==> config.mk <==
export PLATFORM = sky130hd
export DESIGN_NAME = exec_tail
export DESIGN_NICKNAME = d
export VERILOG_FILES = /design/src/exec_pkg.sv /design/src/exec_tail.sv /design/src/alu_subtract.sv
export VERILOG_INCLUDE_DIRS = /design/src
export SDC_FILE = /design/constraint.sdc
export NUM_CORES = 1
export LEC_CHECK = 0
export BUFFER_PORTS_ARGS = -buffer_cell sky130_fd_sc_hd__buf_4
export CORE_MARGIN = 2
export CORE_UTILIZATION = 34
export DETAILED_ROUTE_END_ITERATION = 6
export GPL_ROUTABILITY_DRIVEN = 0
export GPL_TIMING_DRIVEN = 0
export PLACE_DENSITY_LB_ADDON = 0.2
export SLEW_MARGIN = 10
export SYNTH_ARGS = -nofsm -noshare
export SYNTH_HDL_FRONTEND = slang
export SYNTH_SLANG_ARGS = --single-unit
==> constraint.sdc <==
create_clock -name clock -period 4.6 [get_ports clock]
set_input_delay 0.92 -clock clock [delete_from_list [all_inputs] [get_ports clock]]
set_output_delay 0.92 -clock clock [all_outputs]
set_load 0.02 [all_outputs]
==> src/exec_defs.svh <==
// Constants shared by the instruction execution tail
`ifndef EXEC_DEFS_SVH
`define EXEC_DEFS_SVH

// Flag bit positions inside the flag vector
`define FLAG_C      0
`define FLAG_AC     1
`define FLAG_Z      2
`define FLAG_OV     3
`define FLAG_WIDTH  4

// Reset values
`define ACC_RST     8'h00
`define FLAGS_RST   4'h0
`define TABLE_HIGH_LATCH_RST    8'h00

// Byte constants
`define BYTE_ONES   8'hFF
`define BYTE_ZERO   8'h00
`define BYTE_ONE    8'h01

// Machine cycles per instruction kind
`define CYC_PLAIN   1
`define CYC_SKIP    2
`define CYC_TABLE   2

`endif

==> src/exec_pkg.sv <==
// Types for the instruction execution tail
`default_nettype none

package exec_pkg;

  // Operations handled by this block
  typedef enum logic [4:0] {
    OP_NONE          = 5'h00,
    DEC_SKIP_ACC     = 5'h01,
    INC_SKIP_MEM     = 5'h02,
    INC_SKIP_ACC     = 5'h03,
    SKIP_BIT_ONE     = 5'h04,
    SET_BYTE         = 5'h05,
    SET_BIT          = 5'h06,
    SUB_ACC          = 5'h07,
    SUB_MEM          = 5'h08,
    SUB_IMM          = 5'h09,
    SWAP_MEM         = 5'h0A,
    SWAP_ACC         = 5'h0B,
    SKIP_BYTE_NIL    = 5'h0C,
    COPY_SKIP_NIL    = 5'h0D,
    SKIP_BIT_NIL     = 5'h0E,
    TABLE_CUR        = 5'h0F,
    TABLE_LAST       = 5'h10,
    XOR_ACC          = 5'h11,
    XOR_MEM          = 5'h12,
    XOR_IMM          = 5'h13
  } op_t;

  // Sequencer states
  typedef enum logic [1:0] {
    ST_IDLE  = 2'h0,
    ST_DUMMY = 2'h1,
    ST_TABLE = 2'h2
  } state_t;

endpackage

`default_nettype wire

==> src/exec_tail.sv <==
// Execution tail for skip, set, subtract, swap, table read and exclusive-or
`include "exec_defs.svh"
`default_nettype none

module exec_tail
  import exec_pkg::*;
#(
  parameter int PC_WIDTH  = 12,
  parameter int ROM_WIDTH = 15
) (
  input  wire logic                  clock,
  input  wire logic                  rstn,
  input  wire logic                  issue_valid,
  output logic                       issue_ready,
  input  wire op_t                   issue_op,
  input  wire logic [7:0]            issue_addr,
  input  wire logic [2:0]            issue_bit,
  input  wire logic [7:0]            issue_imm,
  input  wire logic [7:0]            issue_mdata,
  input  wire logic [7:0]            table_pointer,
  input  wire logic [PC_WIDTH-9:0]   pc_page,
  input  wire logic [ROM_WIDTH-1:0]  rom_word,
  output logic [7:0]                 acc,
  output logic [`FLAG_WIDTH-1:0]     flags,
  output logic                       mem_we,
  output logic [7:0]                 mem_addr,
  output logic [7:0]                 mem_wdata,
  output logic                       skip_pulse,
  output logic                       rom_req,
  output logic [PC_WIDTH-1:0]        rom_addr,
  output logic [7:0]                 table_high_latch
);

  localparam int PAGE_W = PC_WIDTH - 8;

  // Table words must hold a low byte and at most a full high byte
  generate
    if (PC_WIDTH < 9 || ROM_WIDTH < 9 || ROM_WIDTH > 16) begin : g_bad
      $error("exec_tail: unsupported PC_WIDTH or ROM_WIDTH");
    end
  endgenerate

  state_t                  state_r, state_nxt;
  logic [7:0]              acc_r, acc_nxt;
  logic [`FLAG_WIDTH-1:0]  flags_r, flags_nxt;
  logic                    mem_we_r, mem_we_nxt;
  logic [7:0]              mem_addr_r, mem_addr_nxt;
  logic [7:0]              mem_wdata_r, mem_wdata_nxt;
  logic                    skip_r, skip_nxt;
  logic                    rom_req_r, rom_req_nxt;
  logic [PC_WIDTH-1:0]     rom_addr_r, rom_addr_nxt;
  logic [7:0]              table_high_latch_r, table_high_latch_nxt;

  logic                    fire;
  logic                    is_table;
  logic                    cur_bit;
  logic [7:0]              dec_val;
  logic [7:0]              inc_val;
  logic [7:0]              swp_val;
  logic [7:0]              bit_mask;
  logic [7:0]              operand;
  logic [7:0]              sub_val;
  logic                    sub_c;
  logic                    sub_ac;
  logic                    sub_ov;
  logic [7:0]              xor_val;
  logic [PAGE_W-1:0]       page_sel;
  logic [7:0]              rom_low;
  logic [7:0]              rom_high;

  // Operations whose result lands in the data byte
  function automatic logic writes_mem(input op_t op);
    return op inside {INC_SKIP_MEM, SET_BYTE, SET_BIT, SUB_MEM, SWAP_MEM, XOR_MEM};
  endfunction

  // Operations whose result lands in the accumulator
  function automatic logic writes_acc(input op_t op);
    return op inside {DEC_SKIP_ACC, INC_SKIP_ACC, SUB_ACC, SUB_IMM, SWAP_ACC,
                      COPY_SKIP_NIL, XOR_ACC, XOR_IMM};
  endfunction

  // Operations that set all four arithmetic flags
  function automatic logic is_sub(input op_t op);
    return op inside {SUB_ACC, SUB_MEM, SUB_IMM};
  endfunction

  // Operations that touch only the zero flag
  function automatic logic is_xor(input op_t op);
    return op inside {XOR_ACC, XOR_MEM, XOR_IMM};
  endfunction

  // Skip condition per operation
  function automatic logic skip_test(input op_t op, input logic [7:0] dec,
                                     input logic [7:0] inc, input logic [7:0] md,
                                     input logic bitv);
    case (op)
      DEC_SKIP_ACC:                return dec == `BYTE_ZERO;
      INC_SKIP_MEM, INC_SKIP_ACC:  return inc == `BYTE_ZERO;
      SKIP_BIT_ONE:                return bitv;
      SKIP_BYTE_NIL, COPY_SKIP_NIL: return md == `BYTE_ZERO;
      SKIP_BIT_NIL:                return !bitv;
      default:                     return 1'b0;
    endcase
  endfunction

  // Shared datapath values for the issued instruction
  assign fire     = issue_valid && issue_ready;
  assign is_table = issue_op inside {TABLE_CUR, TABLE_LAST};
  assign cur_bit  = issue_mdata[issue_bit];
  assign dec_val  = issue_mdata - `BYTE_ONE;
  assign inc_val  = issue_mdata + `BYTE_ONE;
  assign swp_val  = {issue_mdata[3:0], issue_mdata[7:4]};
  assign bit_mask = `BYTE_ONE << issue_bit;
  assign operand  = (issue_op inside {SUB_IMM, XOR_IMM}) ? issue_imm : issue_mdata;
  assign xor_val  = acc_r ^ operand;

  // subtractor shared by all three subtract forms
  alu_subtract u_sub (
    .minuend      (acc_r),
    .subtrahend   (operand),
    .diff         (sub_val),
    .carry        (sub_c),
    .nibble_carry (sub_ac),
    .signed_wrap  (sub_ov)
  );

  // The core only issues when idle; dummy and table cycles hold it off
  assign issue_ready = (state_r == ST_IDLE);

  assign skip_nxt = fire && skip_test(issue_op, dec_val, inc_val, issue_mdata, cur_bit);

  assign acc_nxt =
    !(fire && writes_acc(issue_op))                ? acc_r :
    (issue_op == DEC_SKIP_ACC)                     ? dec_val :
    (issue_op == INC_SKIP_ACC)                     ? inc_val :
    (issue_op == SWAP_ACC)                         ? swp_val :
    (issue_op == COPY_SKIP_NIL)                    ? issue_mdata :
    is_sub(issue_op)                               ? sub_val :
                                                     xor_val;

  // carry kept as no-borrow; zero flag only for xor
  assign flags_nxt =
    (fire && is_sub(issue_op)) ? {sub_ov, (sub_val == `BYTE_ZERO), sub_ac, sub_c} :
    (fire && is_xor(issue_op)) ? {flags_r[`FLAG_OV], (xor_val == `BYTE_ZERO),
                                  flags_r[`FLAG_AC], flags_r[`FLAG_C]} :
                                 flags_r;

  // table word halves, high byte zero-extended
  assign rom_low  = rom_word[7:0];
  assign rom_high = 8'(rom_word[ROM_WIDTH-1:8]);
  // last page is all ones, current page from the core
  assign page_sel = (issue_op == TABLE_LAST) ? {PAGE_W{1'b1}} : pc_page;

  // Memory write port: direct ops on issue, table low byte one cycle later
  assign mem_we_nxt   = (fire && writes_mem(issue_op)) || (state_r == ST_TABLE);
  assign mem_addr_nxt = fire ? issue_addr : mem_addr_r;
  assign mem_wdata_nxt =
    (state_r == ST_TABLE)          ? rom_low :
    !fire                          ? mem_wdata_r :
    (issue_op == INC_SKIP_MEM)     ? inc_val :
    (issue_op == SET_BYTE)         ? `BYTE_ONES :
    (issue_op == SET_BIT)          ? (issue_mdata | bit_mask) :
    (issue_op == SUB_MEM)          ? sub_val :
    (issue_op == SWAP_MEM)         ? swp_val :
    (issue_op == XOR_MEM)          ? xor_val :
                                     mem_wdata_r;

  // Program ROM request is held exactly one cycle
  assign rom_req_nxt  = fire && is_table;
  assign rom_addr_nxt = (fire && is_table) ? {page_sel, table_pointer} : rom_addr_r;
  assign table_high_latch_nxt     = (state_r == ST_TABLE) ? rom_high : table_high_latch_r;

  // dummy cycle after a taken skip; table reads take two cycles
  assign state_nxt =
    (state_r != ST_IDLE) ? ST_IDLE :
    !fire                ? ST_IDLE :
    is_table             ? ST_TABLE :
    skip_nxt             ? ST_DUMMY :
                           ST_IDLE;

  // Sequencer and result registers
  always_ff @(posedge clock) begin
    if (!rstn) begin
      state_r     <= ST_IDLE;
      acc_r       <= `ACC_RST;
      flags_r     <= `FLAGS_RST;
      mem_we_r    <= 1'b0;
      mem_addr_r  <= `BYTE_ZERO;
      mem_wdata_r <= `BYTE_ZERO;
      skip_r      <= 1'b0;
      rom_req_r   <= 1'b0;
      rom_addr_r  <= '0;
      table_high_latch_r      <= `TABLE_HIGH_LATCH_RST;
    end else begin
      state_r     <= state_nxt;
      acc_r       <= acc_nxt;
      flags_r     <= flags_nxt;
      mem_we_r    <= mem_we_nxt;
      mem_addr_r  <= mem_addr_nxt;
      mem_wdata_r <= mem_wdata_nxt;
      skip_r      <= skip_nxt;
      rom_req_r   <= rom_req_nxt;
      rom_addr_r  <= rom_addr_nxt;
      table_high_latch_r      <= table_high_latch_nxt;
    end
  end

  // Outputs straight from registers
  assign acc              = acc_r;
  assign flags            = flags_r;
  assign mem_we           = mem_we_r;
  assign mem_addr         = mem_addr_r;
  assign mem_wdata        = mem_wdata_r;
  assign skip_pulse       = skip_r;
  assign rom_req          = rom_req_r;
  assign rom_addr         = rom_addr_r;
  assign table_high_latch = table_high_latch_r;
endmodule

`default_nettype wire

==> src/alu_subtract.sv <==
// Eight-bit subtractor as accumulator plus inverted operand plus one
`default_nettype none

module alu_subtract (
  input  wire logic [7:0] minuend,
  input  wire logic [7:0] subtrahend,
  output logic      [7:0] diff,
  output logic            carry,
  output logic            nibble_carry,
  output logic            signed_wrap
);

  logic [8:0] full_sum;
  logic [4:0] low_sum;

  // Carry out set means no borrow happened
  assign full_sum     = {1'b0, minuend} + {1'b0, ~subtrahend} + 9'h001;
  assign low_sum      = {1'b0, minuend[3:0]} + {1'b0, ~subtrahend[3:0]} + 5'h01;
  assign diff         = full_sum[7:0];
  assign carry        = full_sum[8];
  assign nibble_carry = low_sum[4];
  // Signed wrap: operands of unlike sign and result sign differs from minuend
  assign signed_wrap  = (minuend[7] != subtrahend[7]) && (full_sum[7] != minuend[7]);

endmodule

`default_nettype wire

==> impl_metrics.env <==
export IMPL_track_usage_pct=24.0
export IMPL_cpLargestDelayFamily="compound AO/OA/AOI/OAI gates"
export IMPL_antenna_found_initial=0
export IMPL_postSynthCellCount=576
export IMPL_clkTransAtPathRegs_ns=0.08
export IMPL_worst_slew_pin_slew_ns=0.778
export IMPL_setup_ws_ns=0.397
export IMPL_ir_drop_v=0.000155
export IMPL_grt_max_degree=20
export IMPL_cts_resized=0
export IMPL_drtPass1Iterations=5
export IMPL_path_class="in2reg"
export IMPL_ys_types=78
export IMPL_yosys_top_cells_area="dfxtp_1 (25%), nand2_1 (6.4%), a21oi_1 (6.3%)"
export IMPL_fmax_ghz=0.238
export IMPL_dp_slack_ns=0.171
export IMPL_io_pins=114
export IMPL_ys_top_cells_by_count="nand2_1 (71), nor2_1 (58), a21oi_1 (53)"
export IMPL_rows=40
export IMPL_synth_seq_cells=52
export IMPL_synth_area_leader_cell="dfxtp_1"
export IMPL_critical_path_cell_chain="buf_4 -> buf_2 -> buf_2 -> buf_2 -> a21oi_1 -> nor3b_1 -> buf_2 -> o21ai_0 -> ha_1 -> fa_1 -> nor2b_1 -> o21a_1 -> o21ba_2 -> a21oi_1 -> o21ai_0 -> a32o_1"
export IMPL_tritoncts="done"
export IMPL_r2r_start="acc[0]$_SDFFE_PN0P_"
export IMPL_rsz0062_at_grt="false"
export IMPL_final_nets=764
export IMPL_reg2reg_to="mem_wdata[4]$_SDFFE_PN0P_"
export IMPL_area_growth_pct=26.9
export IMPL_synth_nets=652
export IMPL_n_antenna_cell=0
export IMPL_r2r_cells=9
export IMPL_synth_edff_count=0
export IMPL_async_reset_ff_share_pct=0
export IMPL_vias=4909
export IMPL_power_density_nw_per_um2=237
export IMPL_min_period_ns=4.20
export IMPL_portBuffers=105
export IMPL_cts_setup_buffers=0
export IMPL_crit_start="issue_op[4]"
export IMPL_worst_path_stages=16
export IMPL_synth_most_common_cell="nand2_1"
export IMPL_coreArea_um2=12000
export IMPL_critPathBufInv=5
export IMPL_crit_slowest_cell="fa_1"
export IMPL_design_die_area_um2=13200
export IMPL_htreeDepth=2
export IMPL_yosysWarnings=0
export IMPL_vias_per_cell=5.87
export IMPL_drive_above_1_share_pct=21.8
export IMPL_crit_arrival_ns=4.47
export IMPL_initial_core_util_pct=34.9
export IMPL_seq_area_frac_synth_pct=24.9
export IMPL_cts_buffers=5
export IMPL_synth_top_area_share_pct=24.9
export IMPL_die_h_um=115
export IMPL_synth_area_um2=4190
export IMPL_endpoint="mem_wdata[4]$_SDFFE_PN0P_"
export IMPL_worst_path_max_fanout=10
export IMPL_overflow=0
export IMPL_r2r_slack_ns=2.06
export IMPL_place_hpwl_um=12500
export IMPL_power_leakage_nw=2.16
export IMPL_status="finished clean"
export IMPL_synth_area_per_cell_um2=7.27
export IMPL_worstSetupStartpointType="input port"
export IMPL_max_slew_margin_rel_pct=48.1
export IMPL_wl_per_cell_um=19.3
export IMPL_clock_latency_ns=0.32
export IMPL_finalSetupViolations=0
export IMPL_ctsHoldBuffers=0
export IMPL_clock_sinks=52
export IMPL_drt_total_wl_um=16200
export IMPL_maxCapViolCount=0
export IMPL_first_global_vias=4487
export IMPL_clk_path_buf_depth=2
export IMPL_min_period_over_period_pct=91.4
export IMPL_fin_skew_ns=0.0117
export IMPL_drc=0
export IMPL_grt_pass1_wl_um=24500
export IMPL_setup_tns_ns=0
export IMPL_drv_slew=0
export IMPL_ant_nets=0
export IMPL_hold_violations=0
export IMPL_cts_root_buf="clkbuf_16"
export IMPL_drtIter0Drc=655
export IMPL_worst_hold_path_type="reg2reg"
export IMPL_critPathCaptureType="register"
export IMPL_cp_slowest_stage_delay_ns=0.42
export IMPL_cpMostUsedCell="buf_2"
export IMPL_die_width_um=115
export IMPL_ys_flop_type="dfxtp_1"
export IMPL_crit_required_ns=4.86
==> through the flow <==
| stage | utilization, % | std cells | cell area, µm² | power [mW] | hold WS [ns] |
|---|---|---|---|---|---|
| 6_report | 44.3 | 836 | 5320 | 1.26 | 0.460 |
| 5_1_grt | 44.3 | 836 | 5320 | 1.31 | 0.477 |
| 4_1_cts | 44.3 | 836 | 5320 | 1.25 | 0.463 |
| 3_5_place_dp | 43.0 | 828 | 5160 | 0.842 | 0.451 |
| 3_3_place_gp | 43.0 | 828 | 5160 | 0.837 | 0.444 |
| 2_1_floorplan | - | 576 | 4190 | 0.705 | 0.535 |
==> worst register-to-register path, cell delays in order (launching register included) <==
cell and delay, ns:
dfxtp_1 0.35, inv_1 0.09, ha_1 0.26, fa_1 0.42, nor2b_1 0.26, o21a_1 0.27, o21ba_2 0.17, a21oi_1 0.04
o21ai_0 0.40, a32o_1 0.23
==> how the worst min path moves through the flow <==
stage | endpoint | from | cells past startpoint | slack [ns]
final | table_high_latch[0]$_SDFFE_PN0P_ | table_high_latch[0]$_SDFFE_PN0P_ | 2 | 0.46
after global routing | table_high_latch[0]$_SDFFE_PN0P_ | table_high_latch[0]$_SDFFE_PN0P_ | 2 | 0.48
after CTS | table_high_latch[6]$_SDFFE_PN0P_ | table_high_latch[6]$_SDFFE_PN0P_ | 2 | 0.46
after detailed placement | table_high_latch[6]$_SDFFE_PN0P_ | table_high_latch[6]$_SDFFE_PN0P_ | 2 | 0.45
after global placement | table_high_latch[3]$_SDFFE_PN0P_ | table_high_latch[3]$_SDFFE_PN0P_ | 2 | 0.44
after floorplan | mem_addr[0]$_SDFFE_PN0P_ | mem_addr[0]$_SDFFE_PN0P_ | 2 | 0.53
==> layout make-up <==
cell class | count | area [µm²]
inverter | 10 | 37.5
multi-input combinational | 461 | 2860
timing repair buffer | 105 | 788
buffer | 53 | 250
tap | 147 | 184
sequential | 52 | 1040
fill | 1232 | 6700
clock buffer | 5 | 125
clock inverter | 3 | 28.8
==> registers in the layout, summed over array words and instances (netlist names), 2 cells and up <==
register / cells
rom_addr: 12
acc: 8
mem_addr: 8
mem_wdata: 8
table_high_latch: 7
flags: 4
state_r: 2
==> layout by cell type (no fill, tap or decap), drive strengths merged, types with 4 or more instances in the layout <==
cell and n:
nand3 24, nor3b 7, a21oi 53, ha 13
o2111ai 4, a21o 6, o22ai 6, nor2b 11
and3 5, and2 4, nor4 4, o221ai 6
o21ai 42, xor2 7, nor3 16, or3 6
a22oi 4, inv 12, a31oi 9, dfxtp 52
nor2 59, clkbuf 38, nand2b 9, nand2 71
mux2i 16, a32o 5, o31ai 5, buf 125
a211oi 6, xnor2 10
==> layer usage <==
metal | global-route usage, % | part of all wire [%] | vias to the layer above
met1 | 32.8 | 42 | 2284
met2 | 36.8 | 45 | 288
li1 | - | - | 2302
met5 | 0 | 0 | -
met3 | 6.22 | 11 | 35
met4 | 7.79 | 2.7 | 0
==> power breakdown <==
part	leakage [nW]	total, mW	switching (mW)	internal [mW]
sequential	0.422	0.473	0.00938	0.463
clock	0.0767	0.416	0.206	0.211
combinational	1.66	0.370	0.224	0.147
==> kinds of logic after synthesis <==
family / synth area share, %
AO/OA/AOI/OAI: 27.9
multiplexers: 5.17
AND/OR/NAND/NOR: 27.2
other: 0.0895
buffers and inverters: 6.87
XOR/XNOR: 3.55
adder cells (fa/ha/maj): 4.36
flip-flops: 24.9
Note: power is estimated with default switching activity, not from simulation.
